[src/common/caa_pkg.sv]
// Package: operation codes, addressing modes and reset values of the datapath
`default_nettype none
package caa_pkg;
  // Operation selected by the decoder
  typedef enum logic [4:0] {
    OP_NOP = 5'h00, OP_ADD = 5'h01, OP_ADD_WITH_CARRY = 5'h02, OP_SUBTRACT_WITH_BORROW = 5'h03,
    OP_INC = 5'h04, OP_DEC = 5'h05, OP_INC_DP = 5'h06, OP_MUL = 5'h07,
    OP_DIV = 5'h08, OP_DA = 5'h09, OP_AND = 5'h0a, OP_OR = 5'h0b,
    OP_XOR = 5'h0c, OP_CLR = 5'h0d, OP_CPL = 5'h0e, OP_RL = 5'h0f,
    OP_RLC = 5'h10, OP_RR = 5'h11, OP_RRC = 5'h12, OP_SWAP = 5'h13,
    OP_IDX_RD = 5'h14
  } caa_op_t;
  // Operand addressing mode
  typedef enum logic [2:0] {
    AM_ACC = 3'h0, AM_DIRECT = 3'h1, AM_INDIRECT = 3'h2, AM_REG = 3'h3,
    AM_IMM = 3'h4, AM_DATA_POINTER_REG = 3'h5, AM_PC = 3'h6
  } caa_mode_t;
  // Sequencer states, gray along idle-fetch-exec
  typedef enum logic [1:0] {
    ST_IDLE = 2'b00, ST_PTR = 2'b01, ST_OPND = 2'b11, ST_EXEC = 2'b10
  } caa_state_t;
  localparam logic [7:0] ACC_RST = 8'h00;
  localparam logic [7:0] B_RST = 8'h00;
  localparam logic [15:0] DATA_POINTER_REG_RST = 16'h0000;
  localparam logic [7:0] PSW_RST = 8'h00;
  // Status word bit positions
  localparam int PSW_CY = 7;
  localparam int PSW_AC = 6;
  localparam int PSW_RS1 = 4;
  localparam int PSW_RS0 = 3;
  localparam int PSW_OV = 2;
  localparam int PSW_P = 0;
  localparam int DIV_STEPS = 8;
  localparam logic [7:0] BCD_FIX = 8'h06;
  localparam logic [7:0] BCD_HI_FIX = 8'h60;
endpackage
`default_nettype wire

[src/rtl/caa_core_alu.sv]
// Accumulator datapath with operand addressing for the microcontroller core
`timescale 1ns/1ps
`default_nettype none
// Summary of operation
// - Indexed address is accumulator plus pointer or program counter
// - Indexed mode only reads program memory, never writes
// - Immediate operand comes from program byte following the opcode
// - Accumulator and pointer operations need no address byte
// - Add, add with carry, subtract with borrow on any operand mode
// - Increment and decrement act on accumulator or memory byte in place
// - Pointer increment carries from low into high byte at once
// - Multiply puts high product byte in B, low byte in accumulator
// - Divide puts quotient in accumulator, remainder in B
// - Decimal adjust corrects accumulator after a BCD add
// - AND, OR, XOR work independently per bit
// - Accumulator logic takes all modes; memory forms use direct or immediate only
// - Memory logic forms leave the accumulator untouched
// - Plain rotates wrap the end bit round by one place
// - Carry rotates form a nine-bit ring with the accumulator
// - Swap exchanges accumulator nibbles
// - Register mode bank chosen by two status word bits
module caa_core_alu
  import caa_pkg::*;
(
  // Clock and reset
  input wire logic CLOCK,
  input wire logic RST_N,
  // Decoder command
  input wire logic START,
  input wire caa_pkg::caa_op_t OP,
  input wire caa_pkg::caa_mode_t MODE,
  input wire logic MEM_DEST,
  input wire logic [7:0] ADDR_FIELD,
  input wire logic [2:0] REG_SEL,
  input wire logic [15:0] PC_IN,
  output logic BUSY,
  output logic DONE,
  // Program memory read port
  output logic [15:0] PMEM_ADDR,
  output logic PMEM_RD,
  input wire logic [7:0] PMEM_DATA,
  // Internal data memory port
  output logic [7:0] DMEM_ADDR,
  output logic DMEM_RD,
  output logic DMEM_WR,
  output logic [7:0] DMEM_WDATA,
  input wire logic [7:0] DMEM_RDATA,
  // Architectural registers
  output logic [7:0] ACC,
  output logic [7:0] B_REG,
  output logic [15:0] DATA_POINTER_REG,
  output logic [7:0] PROGRAM_STATUS_WORD,
  // Software-side loads of status word and pointer
  input wire logic PSW_LOAD,
  input wire logic [7:0] PSW_DATA,
  input wire logic DATA_POINTER_REG_LOAD,
  input wire logic [15:0] DATA_POINTER_REG_DATA
);
  import caa_pkg::*;

  caa_state_t state_ff, nxt_state;
  caa_op_t op_ff;
  caa_mode_t mode_ff;
  logic mdst_ff;
  logic [7:0] afield_ff;
  logic [15:0] pc_ff;
  logic [7:0] opnd_ff;
  logic [7:0] maddr_ff;
  logic [7:0] acc_ff, b_ff, psw_ff;
  logic [15:0] data_pointer_reg_ff;
  logic done_ff;
  logic [3:0] div_cnt_ff;
  logic [7:0] rem_ff, quo_ff;
  logic [7:0] bank_base;
  logic [7:0] add_sum;
  logic add_c, add_ac, add_ov;
  logic [7:0] add_b;
  logic add_cin, add_sub;
  logic [15:0] product;
  logic [8:0] da_tmp;
  logic [7:0] res_acc, res_mem, res_b;
  logic wr_acc, wr_mem, wr_b, upd_flags, div_last;
  logic [8:0] rem_shift;
  logic needs_ptr, needs_opnd;

  ////////////////////////////////////////////////////////////////////////
  // Addressing
  assign bank_base = {3'h0, psw_ff[PSW_RS1], psw_ff[PSW_RS0], 3'h0};
  assign needs_ptr = (mode_ff == AM_INDIRECT);
  // Memory-destination immediate forms read the target byte first
  assign needs_opnd = (mode_ff == AM_DIRECT) || (mode_ff == AM_INDIRECT) ||
                      (mode_ff == AM_REG) ||
                      (mode_ff == AM_IMM && mdst_ff);

  // Sequencer next state
  always_comb begin
    nxt_state = state_ff;
    unique case (state_ff)
      ST_IDLE: begin
        if (START) begin
          nxt_state = (MODE == AM_INDIRECT) ? ST_PTR :
                      ((MODE == AM_ACC) ? ST_EXEC : ST_OPND);
        end
      end
      ST_PTR: nxt_state = ST_OPND;
      ST_OPND: nxt_state = ST_EXEC;
      ST_EXEC: begin
        if (op_ff != OP_DIV || div_last) begin
          nxt_state = ST_IDLE;
        end
      end
    endcase
  end

  // State register
  always_ff @(posedge CLOCK or negedge RST_N) begin
    if (!RST_N) begin
      state_ff <= ST_IDLE;
    end else begin
      state_ff <= nxt_state;
    end
  end

  // Command capture
  always_ff @(posedge CLOCK or negedge RST_N) begin
    if (!RST_N) begin
      op_ff <= OP_NOP;
      mode_ff <= AM_ACC;
      mdst_ff <= 1'b0;
      afield_ff <= 8'h00;
      pc_ff <= 16'h0000;
    end else if (state_ff == ST_IDLE && START) begin
      op_ff <= OP;
      mode_ff <= MODE;
      mdst_ff <= MEM_DEST;
      afield_ff <= ADDR_FIELD;
      pc_ff <= PC_IN;
    end
  end

  // Memory address and operand capture
  always_ff @(posedge CLOCK or negedge RST_N) begin
    if (!RST_N) begin
      maddr_ff <= 8'h00;
      opnd_ff <= 8'h00;
    end else if (state_ff == ST_IDLE && START) begin
      maddr_ff <= (MODE == AM_REG) ? bank_base + {5'h00, REG_SEL}
                                   : ADDR_FIELD;
    end else if (state_ff == ST_PTR) begin
      maddr_ff <= DMEM_RDATA; // Pointer register content
    end else if (state_ff == ST_OPND) begin
      opnd_ff <= ((mode_ff == AM_IMM && !mdst_ff) || mode_ff == AM_DATA_POINTER_REG ||
                  mode_ff == AM_PC) ? PMEM_DATA : DMEM_RDATA;
    end
  end

  // Indirect pointer is R0 or R1 of the active bank
  always_comb begin
    DMEM_ADDR = maddr_ff;
    if (state_ff == ST_PTR) begin
      DMEM_ADDR = bank_base + {7'h00, afield_ff[0]};
    end
    DMEM_RD = (state_ff == ST_PTR) || (state_ff == ST_OPND && needs_opnd);
  end

  // Program memory: immediate byte or indexed table, read only
  always_comb begin
    PMEM_ADDR = pc_ff;
    if (mode_ff == AM_DATA_POINTER_REG) begin
      PMEM_ADDR = data_pointer_reg_ff + {8'h00, acc_ff};
    end else if (mode_ff == AM_PC) begin
      PMEM_ADDR = pc_ff + {8'h00, acc_ff};
    end
    PMEM_RD = ((state_ff == ST_OPND) && !needs_opnd) ||
              ((state_ff == ST_EXEC) && mode_ff == AM_IMM && mdst_ff);
  end

  ////////////////////////////////////////////////////////////////////////
  // Arithmetic
  always_comb begin
    add_b = opnd_ff;
    add_cin = 1'b0;
    add_sub = 1'b0;
    unique case (op_ff)
      OP_ADD_WITH_CARRY: add_cin = psw_ff[PSW_CY];
      OP_SUBTRACT_WITH_BORROW: begin
        add_sub = 1'b1;
        add_cin = psw_ff[PSW_CY];
      end
      OP_INC: begin
        add_b = 8'h01;
      end
      OP_DEC: begin
        add_b = 8'h01;
        add_sub = 1'b1;
      end
      default: add_b = opnd_ff;
    endcase
  end

  caa_adder u_adder (
    .a((op_ff == OP_INC || op_ff == OP_DEC) && mode_ff != AM_ACC ?
       opnd_ff : acc_ff),
    .b(add_b),
    .cin(add_cin),
    .sub(add_sub),
    .sum(add_sum),
    .cout(add_c),
    .acout(add_ac),
    .ovout(add_ov)
  );

  assign product = {8'h00, acc_ff} * {8'h00, b_ff};
  assign rem_shift = {rem_ff, quo_ff[7]};
  assign div_last = (div_cnt_ff == 4'(DIV_STEPS));

  // Decimal adjust of the accumulator
  always_comb begin
    da_tmp = {1'b0, acc_ff};
    if (acc_ff[3:0] > 4'h9 || psw_ff[PSW_AC]) begin
      da_tmp = da_tmp + {1'b0, BCD_FIX};
    end
    if (da_tmp[7:4] > 4'h9 || da_tmp[8] || psw_ff[PSW_CY]) begin
      da_tmp = da_tmp + {1'b0, BCD_HI_FIX};
    end
  end

  // Result select and write targets
  always_comb begin
    res_acc = acc_ff;
    res_mem = opnd_ff;
    res_b = b_ff;
    wr_acc = 1'b0;
    wr_mem = 1'b0;
    wr_b = 1'b0;
    upd_flags = 1'b0;
    unique case (op_ff)
      OP_ADD, OP_ADD_WITH_CARRY, OP_SUBTRACT_WITH_BORROW: begin
        res_acc = add_sum;
        wr_acc = 1'b1;
        upd_flags = 1'b1;
      end
      OP_INC, OP_DEC: begin
        res_acc = add_sum;
        res_mem = add_sum;
        wr_acc = (mode_ff == AM_ACC);
        wr_mem = (mode_ff != AM_ACC);
      end
      OP_MUL: begin
        res_acc = product[7:0];
        res_b = product[15:8];
        wr_acc = 1'b1;
        wr_b = 1'b1;
      end
      OP_DIV: begin
        res_acc = quo_ff;
        res_b = rem_ff;
        wr_acc = div_last;
        wr_b = div_last;
      end
      OP_DA: begin
        res_acc = da_tmp[7:0];
        wr_acc = 1'b1;
      end
      OP_AND, OP_OR, OP_XOR: begin
        if (op_ff == OP_AND) begin
          res_mem = opnd_ff & (mode_ff == AM_IMM ? PMEM_DATA : acc_ff);
        end else if (op_ff == OP_OR) begin
          res_mem = opnd_ff | (mode_ff == AM_IMM ? PMEM_DATA : acc_ff);
        end else begin
          res_mem = opnd_ff ^ (mode_ff == AM_IMM ? PMEM_DATA : acc_ff);
        end
        res_acc = (op_ff == OP_AND) ? acc_ff & opnd_ff :
                  (op_ff == OP_OR) ? acc_ff | opnd_ff :
                  acc_ff ^ opnd_ff;
        wr_mem = mdst_ff && (mode_ff == AM_DIRECT || mode_ff == AM_IMM);
        wr_acc = !mdst_ff;
      end
      OP_CLR: begin
        res_acc = 8'h00;
        wr_acc = 1'b1;
      end
      OP_CPL: begin
        res_acc = ~acc_ff;
        wr_acc = 1'b1;
      end
      OP_RL: begin
        res_acc = {acc_ff[6:0], acc_ff[7]};
        wr_acc = 1'b1;
      end
      OP_RR: begin
        res_acc = {acc_ff[0], acc_ff[7:1]};
        wr_acc = 1'b1;
      end
      OP_RLC: begin
        res_acc = {acc_ff[6:0], psw_ff[PSW_CY]};
        wr_acc = 1'b1;
      end
      OP_RRC: begin
        res_acc = {psw_ff[PSW_CY], acc_ff[7:1]};
        wr_acc = 1'b1;
      end
      OP_SWAP: begin
        res_acc = {acc_ff[3:0], acc_ff[7:4]};
        wr_acc = 1'b1;
      end
      OP_IDX_RD: begin
        res_acc = opnd_ff;
        wr_acc = 1'b1;
      end
      default: res_acc = acc_ff;
    endcase
  end

  ////////////////////////////////////////////////////////////////////////
  // Restoring divider, one quotient bit per cycle
  always_ff @(posedge CLOCK or negedge RST_N) begin
    if (!RST_N) begin
      div_cnt_ff <= 4'h0;
      rem_ff <= 8'h00;
      quo_ff <= 8'h00;
    end else if (state_ff == ST_EXEC && op_ff == OP_DIV && !div_last) begin
      div_cnt_ff <= div_cnt_ff + 4'h1;
      if (rem_shift >= {1'b0, b_ff}) begin
        rem_ff <= 8'(rem_shift - {1'b0, b_ff});
        quo_ff <= {quo_ff[6:0], 1'b1};
      end else begin
        rem_ff <= rem_shift[7:0];
        quo_ff <= {quo_ff[6:0], 1'b0};
      end
    end else if (state_ff != ST_EXEC) begin
      div_cnt_ff <= 4'h0;
      rem_ff <= 8'h00;
      quo_ff <= acc_ff;
    end
  end

  // Accumulator and B
  always_ff @(posedge CLOCK or negedge RST_N) begin
    if (!RST_N) begin
      acc_ff <= ACC_RST;
      b_ff <= B_RST;
    end else if (state_ff == ST_EXEC) begin
      if (wr_acc) begin
        acc_ff <= res_acc;
      end
      if (wr_b) begin
        b_ff <= res_b;
      end
    end
  end

  // Data pointer, full sixteen-bit increment
  always_ff @(posedge CLOCK or negedge RST_N) begin
    if (!RST_N) begin
      data_pointer_reg_ff <= DATA_POINTER_REG_RST;
    end else if (state_ff == ST_EXEC && op_ff == OP_INC_DP) begin
      data_pointer_reg_ff <= data_pointer_reg_ff + 16'h0001;
    end else if (DATA_POINTER_REG_LOAD) begin
      data_pointer_reg_ff <= DATA_POINTER_REG_DATA;
    end
  end

  // Status word flags
  always_ff @(posedge CLOCK or negedge RST_N) begin
    if (!RST_N) begin
      psw_ff <= PSW_RST;
    end else if (state_ff == ST_EXEC && upd_flags) begin
      psw_ff[PSW_CY] <= add_c;
      psw_ff[PSW_AC] <= add_ac;
      psw_ff[PSW_OV] <= add_ov;
    end else if (state_ff == ST_EXEC && (op_ff == OP_MUL ||
                 (op_ff == OP_DIV && div_last))) begin
      psw_ff[PSW_CY] <= 1'b0;
      psw_ff[PSW_OV] <= (op_ff == OP_MUL) ? (product[15:8] != 8'h00)
                                          : (b_ff == 8'h00);
    end else if (state_ff == ST_EXEC && (op_ff == OP_RLC || op_ff == OP_RRC
                 || op_ff == OP_DA)) begin
      psw_ff[PSW_CY] <= (op_ff == OP_RLC) ? acc_ff[7] :
                        (op_ff == OP_RRC) ? acc_ff[0] :
                        (da_tmp[8] | psw_ff[PSW_CY]);
    end else if (PSW_LOAD) begin
      psw_ff <= PSW_DATA;
    end
  end

  // Completion pulse
  always_ff @(posedge CLOCK or negedge RST_N) begin
    if (!RST_N) begin
      done_ff <= 1'b0;
    end else begin
      done_ff <= (state_ff == ST_EXEC) && (nxt_state == ST_IDLE);
    end
  end

  // Outputs
  assign DMEM_WR = (state_ff == ST_EXEC) && wr_mem;
  assign DMEM_WDATA = res_mem;
  assign BUSY = (state_ff != ST_IDLE);
  assign DONE = done_ff;
  assign ACC = acc_ff;
  assign B_REG = b_ff;
  assign DATA_POINTER_REG = data_pointer_reg_ff;
  assign PROGRAM_STATUS_WORD = {psw_ff[7:1], ^acc_ff};
endmodule
`default_nettype wire

[src/rtl/caa_adder.sv]
// Eight-bit adder with carry, auxiliary carry and overflow outputs
`timescale 1ns/1ps
`default_nettype none
module caa_adder (
  // Operands
  input wire logic [7:0] a,
  input wire logic [7:0] b,
  input wire logic cin,
  input wire logic sub,
  // Results
  output logic [7:0] sum,
  output logic cout,
  output logic acout,
  output logic ovout
);
  logic [7:0] bx;
  logic [4:0] lo;
  logic [3:0] mid;
  logic [1:0] top;
  // Subtract as add of inverted operand, borrow inverted
  always_comb begin
    bx = sub ? ~b : b;
    lo = {1'b0, a[3:0]} + {1'b0, bx[3:0]} + {4'h0, cin ^ sub};
    mid = {1'b0, a[6:4]} + {1'b0, bx[6:4]} + {3'h0, lo[4]};
    top = {1'b0, a[7]} + {1'b0, bx[7]} + {1'b0, mid[3]};
    sum = {top[0], mid[2:0], lo[3:0]};
    cout = top[1] ^ sub;
    acout = lo[4] ^ sub;
    ovout = top[1] ^ mid[3];
  end
endmodule
`default_nettype wire

[config.mk]
export PLATFORM = sky130hd
export DESIGN_NAME = caa_core_alu
export DESIGN_NICKNAME = d
export VERILOG_FILES = /design/src/common/caa_pkg.sv /design/src/rtl/caa_core_alu.sv /design/src/rtl/caa_adder.sv
export SDC_FILE = /design/constraint.sdc
export NUM_CORES = 1
export LEC_CHECK = 0
export BUFFER_PORTS_ARGS = -buffer_cell sky130_fd_sc_hd__buf_2
export CORE_MARGIN = 2
export CORE_UTILIZATION = 40
export CTS_CLUSTER_SIZE = 16
export DETAILED_ROUTE_END_ITERATION = 10
export GPL_TIMING_DRIVEN = 0
export SLEW_MARGIN = 20
export SYNTH_ARGS = -nofsm -noshare
export SYNTH_HDL_FRONTEND = slang
export SYNTH_SLANG_ARGS = --single-unit
export TNS_END_PERCENT = 1
[constraint.sdc]
create_clock -name CLOCK -period 5.2 [get_ports CLOCK]
set_input_delay 0.52 -clock CLOCK [delete_from_list [all_inputs] [get_ports CLOCK]]
set_output_delay 0.52 -clock CLOCK [all_outputs]
set_load 0.05 [all_outputs]
# ---- After elaboration in Yosys (flattened, before gate mapping)
# Cells that the tools add are included.
# Widths: inputs -> output; s select.
dict set report totals {
  input_bits 81
  romBits 0
  elab_cells 212
  out_inout_bits 77
  ram_bits 0
  ff_bits 105
  latchBits 0
  n_memories 0
}
dict set report classes {
  div 0
  magnitude_cmp 3
  addsub 15
  n_eq_ne 37
  multipliers 1
  mux 52
  reduce_logical 67
  shifts 0
  bitwise_logic 18
}
# cell count
set op_table {}
lappend op_table {{$mux 8} 19}
lappend op_table {{$pmux 8 s13} 1}
lappend op_table {{$mux 16} 4}
lappend op_table {{$eq 5x4->1 const B} 8}
lappend op_table {{$add 16x8->16} 2}
lappend op_table {{$pmux 8 s2} 2}
lappend op_table {{$eq 5x5->1 const B} 5}
lappend op_table {{$eq 5x3->1 const B} 4}
lappend op_table {{$logic_and 1x1->1} 18}
lappend op_table {{$mux 9} 2}
lappend op_table {{$add 16x1->16 const B} 1}
lappend op_table {{$and 8x8->8} 2}
lappend op_table {{$logic_or 1x1->1} 16}
lappend op_table {{$mul 8x8->16} 1}
lappend op_table {{$not 8->8} 2}
lappend op_table {{$or 8x8->8} 2}
lappend op_table {{$xor 8x8->8} 2}
lappend op_table {{$reduce_bool 13->1} 1}
lappend op_table {{$reduce_or 13->1} 1}
lappend op_table {{$eq 3x2->1 const B} 4}
lappend op_table {{$mux 1} 12}
lappend op_table {{$mux 4} 3}
lappend op_table {{$reduce_and 3->1} 4}
lappend op_table {{$reduce_bool 2->1} 6}
lappend op_table {{45 further kinds} 71}

# ---- Logic depth before layout (Yosys ltp)
# Gate-level depths: netlist of run 1.
dict set report depth {
  depth_word 13
  ltp_mapped 23
  ltp_nobuf 20
}

# ---- Hierarchy
# From an unflattened synthesis of run 1, not the netlist that was laid out.
dict set report unflattened {
  cells_unflattened 1386
  hier_area_um2 11313.4
}
# mod instances cells_each seq_area_each_um2 area_per_inst_um2
set by_module_without_submodules {}
lappend by_module_without_submodules {caa_core_alu 1 1347 2602.5 10946.7}
lappend by_module_without_submodules {caa_adder 1 39 0.0 366.6}

# ---- Least setup slack after synthesis of run 1
# Ideal clock, no wire load.
dict set report synth_path {
  kind {reg2reg}
  start {reg acc_ff[1], in the netlist ACC[1]}
  end {reg psw_ff[2]}
  setup_ns 0.138
  path_slack_ns -0.320
  path_stages_with_launch 18
  synth_period_minus_slack_ns 5.520
  required_ns 5.062
  arrival_ns 5.381
  path_buffers 1
  path_cell_list {dfrtp_1 clkbuf_1 clkinv_1 nor2_1 fa_1 fa_1 fa_1 inv_1 fa_1 inv_1 ha_1 nor3_1 nor2_1 a21oi_2 xnor2_1 or4_1 nor4_1 o41ai_1}
}
dict set report synth_between {
  elab_chain_len 7
  elab_cells_between_ends 11
  classes_between {add/sub (4); mul (1); mux (4); bitwise (1); reduce/logical (1)}
}
# element line
set synth_lines {}
lappend synth_lines {{start, declared} caa_core_alu.sv:69} ;# logic [7:0] acc_ff, b_ff, psw_ff;
lappend synth_lines {{start signal, assigned} caa_core_alu.sv:345} ;# acc_ff <= res_acc;
lappend synth_lines {{$mux 8} caa_core_alu.sv:202} ;# .a((op_ff == OP_INC || op_ff == OP_DEC) && mode_ff != AM_ACC ?
lappend synth_lines {{$add 4x4->5} caa_adder.sv:23} ;# lo = {1'b0, a[3:0]} + {1'b0, bx[3:0]} + {4'h0, cin ^ sub};
lappend synth_lines {{$add 5x1->5} caa_adder.sv:23}
lappend synth_lines {{$add 4x1->4} caa_adder.sv:24} ;# mid = {1'b0, a[6:4]} + {1'b0, bx[6:4]} + {3'h0, lo[4]};
lappend synth_lines {{$add 2x1->2} caa_adder.sv:25} ;# top = {1'b0, a[7]} + {1'b0, bx[7]} + {1'b0, mid[3]};
lappend synth_lines {{$xor 1x1->1} caa_adder.sv:29} ;# ovout = top[1] ^ mid[3];
lappend synth_lines {{$mux 1 (*)} caa_core_alu.sv:368} ;# end else if (state_ff == ST_EXEC && upd_flags) begin
lappend synth_lines {{end signal, assigned by index} caa_core_alu.sv:371} ;# psw_ff[PSW_OV] <= add_ov;
lappend synth_lines {{end signal, assigned by index} caa_core_alu.sv:375} ;# psw_ff[PSW_OV] <= (op_ff == OP_MUL) ? (product[15:8] != 8'h00)
lappend synth_lines {{end signal, assigned by index} caa_core_alu.sv:379} ;# psw_ff[PSW_CY] <= (op_ff == OP_RLC) ? acc_ff[7] :
lappend synth_lines {{end, declared} caa_core_alu.sv:69}
# Mark *: on every way between the ends. The rest lies on a longest branch, timed or not.
# A chain may end at the register's enable or synchronous reset.

# ---- Worst setup path after layout of run 1
dict set report layout_path {
  start {reg acc_ff[3], in the netlist ACC[3]}
  end {reg psw_ff[2]}
}
# The elaborated chain is that of the path after synthesis.

==> reports/qor.yml, run 1 <==
placement:
  dp_cells: 1915
  place_congestion: 0.936
  post-place-ws_ns: -1.13
  port_buffers: 156
  dp_hpwl_mm: 30.9
global_routing:
  gr-total-overflow: 0
  grt_pass1_vias: 10764
  antenna_found_initial: 0
  grt_pass1_wl_mm: 61.8
  track_usage_pct: 27.3
  grt_max_degree: 57
setup_path:
  max_stage_delay_ns: 0.54
  crit_top_cell: "fa_1"
  crit_required_ns: 5.42
  crit_fanout: 10
  crit_path_end_kind: "flop"
  critical_path.top_delay_family: "adder cells"
  start_kind: "flop"
  crit_buf_inv: 6
  crit_chain: "buf_6, clkinvlp_4, buf_6, nor2_1, fa_1, fa_1, fa_1, inv_1, fa_1, inv_1, ha_2, a2111oi_4, buf_4, o31a_1, o31ai_1, a21oi_1, xnor2_2, nor4_4, o41ai_2"
  path_class: "reg -> reg"
  slowest_stage: "fa_1"
  worst_ep_arrival_time_ns: 5.31
floorplan:
  start_util_pct: 40.5
  coreArea_um2: 27800
  die_w_um: 172
  rows: 61
  design.die.area_um2: 29500
  die_y_um: 172
  boundaryPins: 158
drt:
  drt_iter0_markers: 1057
  vias: 11041
  wl_per_cell_um: 20.4
  post-route-drc-count: 0
  avgViaCountPerCell: 5.66
  drtPass1Iterations: 7
  postRouteAntennaNets: 0
  wirelength_mm: 39.9
layout:
  fin_nets: 1801
  n_fill_cell: 2833
  syn2layout_area_growth_pct: 18.5
  multi_input_area_um2: 8130
  antenna_cells: 0
  fin_cells: 1950
  seq_area_um2: 2620
  final_layout_size_suffix_gt1_share_pct: 21.1
sta:
  final-setup-viol-count: 0
  drv_slew: 0
  hold_ws_ns: 0.126
  period_share_pct: 97.8
  rsz0062_at_grt: "true"
  worstMarginPinSlew_ns: 0.778
  finClkSkew_ns: 0.0148
  timing.final.ws_setup_ns: 0.116
  slew_headroom_pct: 47.8
  clock.fmax_mhz: 197
  fin_crit_ns: 5.08
  hold_violations: 0
clock_tree:
  root_buffer: "clkbuf_16"
  cts_tree: "yes"
  clock_sinks: 104
  clk-insertion-delay-late_ns: 0.36
  clk_pin_slew_worst_paths_ns: 0.08
  cts_made_buffers: 9
  clk_path_buf_depth: 2
  cts_max_level: 3
synthesis:
  synth.avg_cell_area_um2: 8.16
  synth_area_um2: 11300
  synth_edf_count: 0
  ys_warn_count: 0
  synth_commonest_cells: "nand2_1, nor2_1, ha_1"
  ys_types: 85
  synth_area_leader_cell: "dfrtp_1"
  synthMostInstantiatedCell: "nand2_1"
  async_flop_share_pct: 100
  synth_flop_cell: "dfrtp_1"
  synthesis.nets: 1613
  synth_top_area_share_pct: 23.1
  syn_inst: 1380
  netlist_top_cells_area: "dfrtp_1, ha_1, fa_1, nand2_1, nor2_1"
  yosysSeqAreaShare_pct: 23.1
  ys_seq_elements: 104
hold_path:
  hp-class: "in -> async"
status:
  outcome: "complete, no violations"
job:
  max-cap-violations: 0
## final cells by class
cell class | instances | area share (%)
plain buffers | 56 | 2.40
clock buffers | 9 | 1.69
clock inverters | 6 | 0.647
inverters | 112 | 3.47
multi-input cells | 1101 | 60.9
flip-flops and latches | 104 | 19.6
well taps | 378 | 3.54
repair buffers | 184 | 7.71
## sequential cells by signal, indices dropped and copies added, names as in the netlist, 7 cells and up
signal,count
maddr_ff,8
quo_ff,8
DATA_POINTER_REG,16
pc_ff,16
psw_ff,7
opnd_ff,8
B_REG,8
rem_ff,8
ACC,8
## stage by stage
| stage | TNS [ns] | util [%] | instance area (µm²) |
|---|---|---|---|
| final | 0 | 48.0 | 13300 |
| after global routing | -0.0508 | 48.0 | 13300 |
| after CTS | 0 | 47.5 | 13200 |
| after detailed placement | -6.47 | 45.2 | 12600 |
| after global placement | -5.99 | 45.1 | 12500 |
| after floorplan | -0.0437 | - | 11300 |
## path summary, 6_finish.rpt
check                                 startpoint                          endpoint  slack [ns]  cells past startpoint
max                           ACC[3]$_DFFE_PN0P_             psw_ff[2]$_DFFE_PN0P_        0.12                     19
min                                        RST_N  DATA_POINTER_REG[15]$_DFFE_PN0P_        0.13                      1
max reg2reg                   ACC[3]$_DFFE_PN0P_             psw_ff[2]$_DFFE_PN0P_        0.12                     19
min reg2reg                psw_ff[5]$_DFFE_PN0P_             psw_ff[5]$_DFFE_PN0P_        0.51                      1
max in group asynchronous                  RST_N              op_ff[0]$_DFFE_PN0P_        4.39                      2
min in group CLOCK                      PC_IN[1]              pc_ff[1]$_DFFE_PN0P_        0.35                      3
## placed cells by master (no fill, tap or decap), types with 16 or more instances in the layout
| cell | netlist | routed |
|---|---|---|
| nand3_1 | 24 | 23 |
| a211oi_1 | 22 | 22 |
| inv_1 | 104 | 98 |
| buf_2 | 20 | 165 |
| mux2i_1 | 41 | 40 |
| a21oi_1 | 96 | 94 |
| nor2_1 | 160 | 155 |
| xnor2_1 | 35 | 32 |
| ha_1 | 108 | 106 |
| o21ai_0 | 71 | 70 |
| xor2_1 | 27 | 26 |
| fa_1 | 44 | 41 |
| and2_1 | 16 | 16 |
| dfrtp_1 | 104 | 92 |
| nand2_1 | 163 | 162 |
| clkbuf_1 | 32 | 23 |
| a31oi_1 | 17 | 17 |
| buf_4 | 1 | 30 |
| nor3_1 | 26 | 24 |
| mux2_2 | 26 | 26 |
## metal layers
layer / global-route usage, % / routed length (µm) / vias to the layer above
met5: 0 / 0 / -
met4: 5.52 / 553 / 0
met3: 5.29 / 3050 / 38
met2: 40.8 / 17100 / 379
met1: 40.9 / 19200 / 5394
li1: - / - / 5230
## cell families after synthesis
kind of cell	count (synthesis)	synth area share, %
adder cells (fa/ha/maj)	152	19.8
XOR/XNOR	63	4.97
AO/OA/AOI/OAI	341	20.0
AND/OR/NAND/NOR	473	19.1
buffers and inverters	175	6.09
multiplexers	72	6.88
flip-flops	104	23.1
## what timing repair did
item	4_1_cts	5_1_grt
buffers inserted	19	8
resized for setup	67	29
pin swaps	1	11
setup endpoints to repair	14	5
hold buffers	0	0
cloned	0	0
Power of run 1 is not shown: default switching activity piles up to over one toggle a cycle in this logic, so the estimate is an artifact.
==> run 2, diff against run 1 <==
- CORE_MARGIN: 2 -> 5
- MAX_ROUTING_LAYER: default -> met4
==> run 2 against run 1 <==
Compared with the run above: die area is 7.1% higher; utilization is 0.099 points higher; critical path depth is 2 lower; worst hold slack worse by 0.057 ns; maximum frequency is 0.12% higher; flip-flop and latch count stayed put; register-to-register slack hardly changed; highest routed layer unchanged.
==> reports/qor.yml, run 2 (synthesized netlist as in run 1, its figures left out) <==
setup_path:
  start_kind: "flop"
  crit_path_end_kind: "flop"
  crit_buf_inv: 4  # -2
  worst_ep_arrival_time_ns: 5.31  # about the same
  reg2reg_from: "ACC[3]$_DFFE_PN0P_"
  reg2regPathDepth: 17  # -2
  slowest_stage: "fa_1"
  rrSetupSlack_ns: 0.12  # about the same
  critical_path.top_delay_family: "adder cells"
  cp-startpoint: "ACC[3]$_DFFE_PN0P_"
  crit_fanout: 7  # -3
  path_class: "reg -> reg"
  crit_chain: "buf_12, clkinvlp_4, nor2_4, fa_1, fa_1, fa_1, inv_1, fa_1, inv_1, ha_2, a2111oi_4, o21ai_2, a21oi_2, xnor2_2, or4_4, nor4_4, o41ai_2"
  max_stage_delay_ns: 0.55  # about the same
  crit_required_ns: 5.43  # about the same
  endpoint: "psw_ff[2]$_DFFE_PN0P_"
  r2r_end: "psw_ff[2]$_DFFE_PN0P_"
  crit_top_cell: "fa_1"
  path_depth: 17  # -2
drt:
  avgViaCountPerCell: 5.71  # +0.78%
  post-route-drc-count: 0  # unchanged
  drt_iter0_markers: 1024  # -3.1%
  wirelength_mm: 40.9  # +2.7%
  vias: 11138  # +0.88%
  postRouteAntennaNets: 0  # unchanged
  drtPass1Iterations: 5  # -2
  wl_per_cell_um: 21.0  # +2.6%
global_routing:
  grt_pass1_vias: 10859  # +0.88%
  grt_max_degree: 65  # +14%
  antenna_found_initial: 0  # unchanged
  gr-total-overflow: 0  # unchanged
  grt_pass1_wl_mm: 63.0  # +2.0%
  track_usage_pct: 26.6  # -0.78 points
placement:
  post-place-ws_ns: -1.21  # -0.0771 ns
  place_congestion: 0.968  # +3.5%
  port_buffers: 156  # unchanged
  dp_hpwl_mm: 32.2  # +4.1%
layout:
  syn2layout_area_growth_pct: 18.8
  final_common_cell: "buf_2"
  final_layout_size_suffix_gt1_share_pct: 21.4  # +0.29 points
  n_fill_cell: 2802  # -1.1%
  seq_area_um2: 2620  # unchanged
  multi_input_area_um2: 8170  # +0.54%
  antenna_cells: 0  # unchanged
  final_cell_mix: "buf_2, nand2_1, nor2_1"
  fin_nets: 1802  # +0.056%
floorplan:
  die_w_um: 178  # +3.5%
  coreArea_um2: 27800  # unchanged
  rows: 61  # unchanged
  design.die.area_um2: 31600  # +7.1%
  die_y_um: 178  # +3.5%
  start_util_pct: 40.5  # unchanged
  boundaryPins: 158  # unchanged
sta:
  clock.fmax_mhz: 197  # +0.12%
  drv_slew: 0  # unchanged
  final-setup-viol-count: 0  # unchanged
  hold_violations: 0  # unchanged
  worstMarginPinSlew_ns: 0.810  # +0.0319 ns
  rsz0062_at_grt: "true"
  fin_crit_ns: 5.08  # -0.00591 ns
  period_share_pct: 97.6  # -0.11 points
  slew_headroom_pct: 45.8  # -2.0 points
  timing.final.ws_setup_ns: 0.122  # +0.00591 ns
  finClkSkew_ns: 0.0158  # +0.00105 ns
clock_tree:
  cts_tree: "yes"
  cts_made_buffers: 9  # unchanged
  root_buffer: "clkbuf_16"
  clock_sinks: 104  # unchanged
  hold_buffers: 0  # unchanged
  cts_max_level: 3  # unchanged
  clk_pin_slew_worst_paths_ns: 0.09  # about the same
  clk_path_buf_depth: 2  # unchanged
  clk-insertion-delay-late_ns: 0.37  # about the same
hold_path:
  hp-class: "in -> async"
job:
  max-cap-violations: 0  # unchanged
status:
  outcome: "complete, no violations"
==> run 2: changes by cell type in the layout (fill, tap and decap cells not counted), moves of 2 or more <==
cell,change
buf_6,-5
buf_12,+3
buf_4,+3
nor2_4,+3
buf_2,+2
clkbuf_1,+2
clkbuf_4,-2
fa_1,-2
fa_2,+2
nor2_1,-2
==> run 2: timing repair <==
item,CTS,global route
pin swaps,2,11
buffers inserted,16,11
endpoints found under the hold margin,0,0
resized for setup,61,41
setup endpoints to repair,14,3
==> run 2: area by class of cell <==
type | count | area share [%]
inverters | 112 | 3.42
flip-flops and latches | 104 | 19.6
plain buffers | 57 | 2.39
repair buffers | 184 | 7.77
clock buffers | 10 | 1.71
clock inverters | 6 | 0.458
multi-input cells | 1101 | 61.1
well taps | 378 | 3.54
==> run 2: metal layers <==
layer	up-vias	track usage [%]	wire, µm
met3	48	5.82	3700
li1	5233	-	-
met2	435	38.7	17700
met5	-	-	0
met1	5422	38.2	19000
met4	0	5.32	531
==> run 2: worst min path at each step <==
stage                                from                          endpoint  slack, ns  cells after the start
detailed placement                  RST_N  DATA_POINTER_REG[15]$_DFFE_PN0P_       0.47                      1
floorplan                           RST_N                ACC[0]$_DFFE_PN0P_       0.22                      0
finish                              RST_N   DATA_POINTER_REG[9]$_DFFE_PN0P_       0.07                      1
global placement    psw_ff[5]$_DFFE_PN0P_             psw_ff[5]$_DFFE_PN0P_       0.47                      1
CTS                                 RST_N   DATA_POINTER_REG[9]$_DFFE_PN0P_       0.08                      1
global route                        RST_N   DATA_POINTER_REG[7]$_DFFE_PN0P_        0.1                      1
==> run 2: worst register-to-register path, delay by kind of cell, from the launching register on <==
family	cells	cell delay [ns]
compound gates	4	0.73
fa+ha+maj	5	2.27
simple gates	3	0.96
xor+xnor	1	0.10
buf+inv	4	0.45
flops	1	0.44
==> run 2: metrics by stage <==
step                      utilization, %  instances  cell area (µm²)  hold WS, ns  TNS (ns)
final                               48.1       1952            13400       0.0690         0
after floorplan                        -       1380            11300        0.224   -0.0437
after global placement              45.1       1914            12500        0.468     -6.09
after CTS                           47.3       1941            13100       0.0754         0
after global routing                48.1       1952            13400       0.0997   -0.0418
after detailed placement            45.2       1915            12600        0.466     -6.84
Power of run 2 is left out for the same reason.
==> run 3, diff against run 2 <==
- SYNTH_HIERARCHICAL: default -> 1
==> run 3 against run 2 <==
Compared with the run above: non-clock buffer count shrank 11; design area shrank 2.3%; first-iteration DRC count grew 7.8%; synthesized cell count grew 0.43%; global-route usage shrank 1.0 points; flip-flop and latch count is the same; critical path type is now reg -> out; highest routed layer unchanged.
==> reports/qor.yml, run 3 <==
setup_path:
  rrSetupSlack_ns: 0.19  # +0.07 ns
  worst_ep_arrival_time_ns: 4.54  # -0.77 ns
  reg2reg_from: "ACC[0]$_DFFE_PN0P_"
  path_class: "reg -> out"
  cp-startpoint: "op_ff[3]$_DFFE_PN0P_"
  crit_required_ns: 4.68  # -0.75 ns
  crit_fanout: 10  # +3
  start_kind: "flop"
  crit_path_end_kind: "output port"
synthesis:
  netlist_top_cells_area: "dfrtp_1, ha_1, fa_1, nor2_1, nand2_1"
  syn_inst: 1386  # +0.43%
  synth_area_leader_cell: "dfrtp_1"
  ys_types: 82  # -3.5%
  synth.avg_cell_area_um2: 8.16  # about the same
  async_flop_share_pct: 100  # unchanged
  ys_warn_count: 6  # +6
  synthesis.nets: 1619  # +0.37%
  synthMostInstantiatedCell: "nor2_1"
  synth_flop_cell: "dfrtp_1"
  synth_top_area_share_pct: 23.0  # -0.11 points
  synth_commonest_cells: "nor2_1, nand2_1, ha_1"
  ys_seq_elements: 104  # unchanged
  synth_area_um2: 11300  # +0.48%
  yosysSeqAreaShare_pct: 23.0  # -0.11 points
  synth_edf_count: 0  # unchanged
global_routing:
  grt_pass1_vias: 10660  # -1.8%
  grt_max_degree: 69  # +6.2%
  gr-total-overflow: 0  # unchanged
  antenna_found_initial: 1  # +1
  grt_pass1_wl_mm: 61.2  # -2.9%
  track_usage_pct: 25.5  # -1.0 points
sta:
  slew_headroom_pct: 43.8  # -2.1 points
  final-setup-viol-count: 0  # unchanged
  finClkSkew_ns: 0.0107  # -0.00514 ns
  hold_violations: 0  # unchanged
  timing.final.ws_setup_ns: 0.141  # +0.0186 ns
  period_share_pct: 97.3  # -0.36 points
  worstMarginPinSlew_ns: 0.822  # +0.0122 ns
  clock.fmax_mhz: 198  # +0.37%
  fin_crit_ns: 5.06  # -0.0186 ns
  drv_slew: 0  # unchanged
clock_tree:
  hold_buffers: 0  # unchanged
  clk-insertion-delay-late_ns: 0.37  # about the same
  clock_sinks: 104  # unchanged
  clk_pin_slew_worst_paths_ns: 0.08  # about the same
  clk_path_buf_depth: 2  # unchanged
  cts_made_buffers: 9  # unchanged
  root_buffer: "clkbuf_16"
  cts_max_level: 3  # unchanged
  cts_tree: "yes"
placement:
  dp_hpwl_mm: 30.7  # -4.6%
  port_buffers: 156  # unchanged
  post-place-ws_ns: -0.972  # +0.240 ns
  place_congestion: 0.968  # about the same
  placed_cell_area_um2: 12600  # +0.25%
job:
  max-cap-violations: 0  # unchanged
drt:
  postRouteAntennaNets: 0  # unchanged
  wirelength_mm: 40.3  # -1.6%
  post-route-drc-count: 0  # unchanged
  drt_iter0_markers: 1104  # +7.8%
  vias: 11122  # -0.14%
  drtPass1Iterations: 8  # +3
  wl_per_cell_um: 20.7  # -1.1%
  avgViaCountPerCell: 5.72  # +0.32%
power_and_ir_drop:
  sw_frac_of_total_pct: 59.8
  internal_power_mw: 3.93
  p_switching_mw: 5.84
  pwr-share-clk_pct: 6.9
  p_total_mw: 9.77
  combinationalPowerShare_pct: 76.7
  p_per_area_nw_per_um2: 748
  p_seq_share_pct: 16.4
  leakagePower_nw: 6.22
  peakVddDrop_mv: 0.713
layout:
  n_fill_cell: 2874  # +2.6%
  finish.utilization_pct: 46.9  # -1.3 points
  fin_nets: 1793  # -0.50%
  final_cell_mix: "nor2_1, buf_2, nand2_1"
  postLayoutCellArea_um2: 13100  # -2.3%
  syn2layout_area_growth_pct: 15.5
  final_common_cell: "nor2_1"
  final_layout_size_suffix_gt1_share_pct: 18.2  # -3.3 points
floorplan:
  rows: 61  # unchanged
  die_w_um: 178  # +0.23%
  start_util_pct: 40.6  # +0.082 points
  boundaryPins: 158  # unchanged
  die_y_um: 178  # +0.23%
  coreArea_um2: 27900  # +0.28%
  design.die.area_um2: 31700  # +0.45%
status:
  outcome: "complete, no violations"
hold_path:
  hp-class: "in -> async"
==> run 3: cell count changes after synthesis, sizes merged, moves of 6 or more <==
cell,delta
a2111oi,+8
a221o,+7
a221oi,+8
buf,-7
clkbuf,+11
nand2,-15
nor2,+12
nor2b,+6
o221ai,-8
o31ai,-6
xor2,+6
==> run 3: per-stage QoR <==
stage                     hold WS, ns  setup TNS [ns]  cells
final                           0.159               0   1943
after global routing            0.215         -0.0232   1943
after CTS                       0.195         -0.0750   1936
after detailed placement        0.481           -7.58   1921
after global placement          0.471           -7.93   1920
after floorplan                 0.224               0   1386
==> run 3: path summary, 6_finish.rpt <==
path / end / cells past startpoint
setup reg to reg: psw_ff[2]$_DFFE_PN0P_ / 17
setup / recovery: DMEM_WDATA[7] / 19
min in group CLOCK: pc_ff[1]$_DFFE_PN0P_ / 3
max in group asynchronous: ACC[1]$_DFFE_PN0P_ / 2
hold reg to reg: psw_ff[5]$_DFFE_PN0P_ / 1
hold / removal: DATA_POINTER_REG[9]$_DFFE_PN0P_ / 1
==> run 3: repair_timing <==
item,4_1_cts,5_1_grt
pin swaps,0,1
setup endpoints to repair,16,8
setup buffers,3,7
hold endpoints to repair,0,0
resized for setup,28,29
gates cloned,0,0
==> run 3: cell type report <==
type / count / area [µm²] / share of cell area [%]
Timing Repair Buffer: 167 / 888 / 6.80
Multi-Input combinational cell: 1108 / 8060 / 61.7
Clock buffer: 10 / 239 / 1.83
Inverter: 107 / 425 / 3.26
Clock inverter: 5 / 33.8 / 0.259
Tap cell: 378 / 473 / 3.62
Antenna cell: 1 / 2.50 / 0.0192
Buffer: 63 / 324 / 2.48
Sequential cell: 104 / 2610 / 20.0
==> run 3: cells by family after synthesis <==
group | count (synthesis) | share of synthesized area, %
buffers and inverters | 174 | 6.33
XOR/XNOR | 65 | 5.03
AND/OR/NAND/NOR | 479 | 19.4
adder cells (fa/ha/maj) | 152 | 19.7
multiplexers | 68 | 6.35
flip-flops | 104 | 23.0
AO/OA/AOI/OAI | 344 | 20.2
==> run 3: critical path, stage by stage (launching register included) <==
cell and delay (ns):
dfrtp_1 0.37, buf_4 0.16, nor2_4 0.19, nand2_4 0.13, nor3_4 0.35, buf_6 0.18
o21ai_0 0.07, inv_1 0.09, fa_1 0.18, inv_1 0.05, fa_1 0.40, nand3_1 0.10
nand2_1 0.13, fa_2 0.38, a21o_1 0.23, a21oi_4 0.19, fa_1 0.45, inv_2 0.13
a221o_1 0.21, buf_6 0.17
==> run 3: power by group through the flow <==
stage / registers (mW) / logic, mW / clock network [mW]
global route: 1.64 / 8.12 / 0.718
finish: 1.60 / 7.50 / 0.672
floorplan: 1.72 / 4.98 / 0
global placement: 1.61 / 7.11 / 0
CTS: 1.61 / 7.28 / 0.690
detailed placement: 1.61 / 7.18 / 0
==> run 3: routing by layer <==
metal	vias to the layer above	part of all wire, %	GRT usage [%]
li1	5210	-	-
met1	5390	45	35.0
met2	447	45	38.4
met3	75	7.9	5.60
met4	0	2.6	6.88
met5	-	0	-
Note: power is estimated with default switching activity, not from simulation.
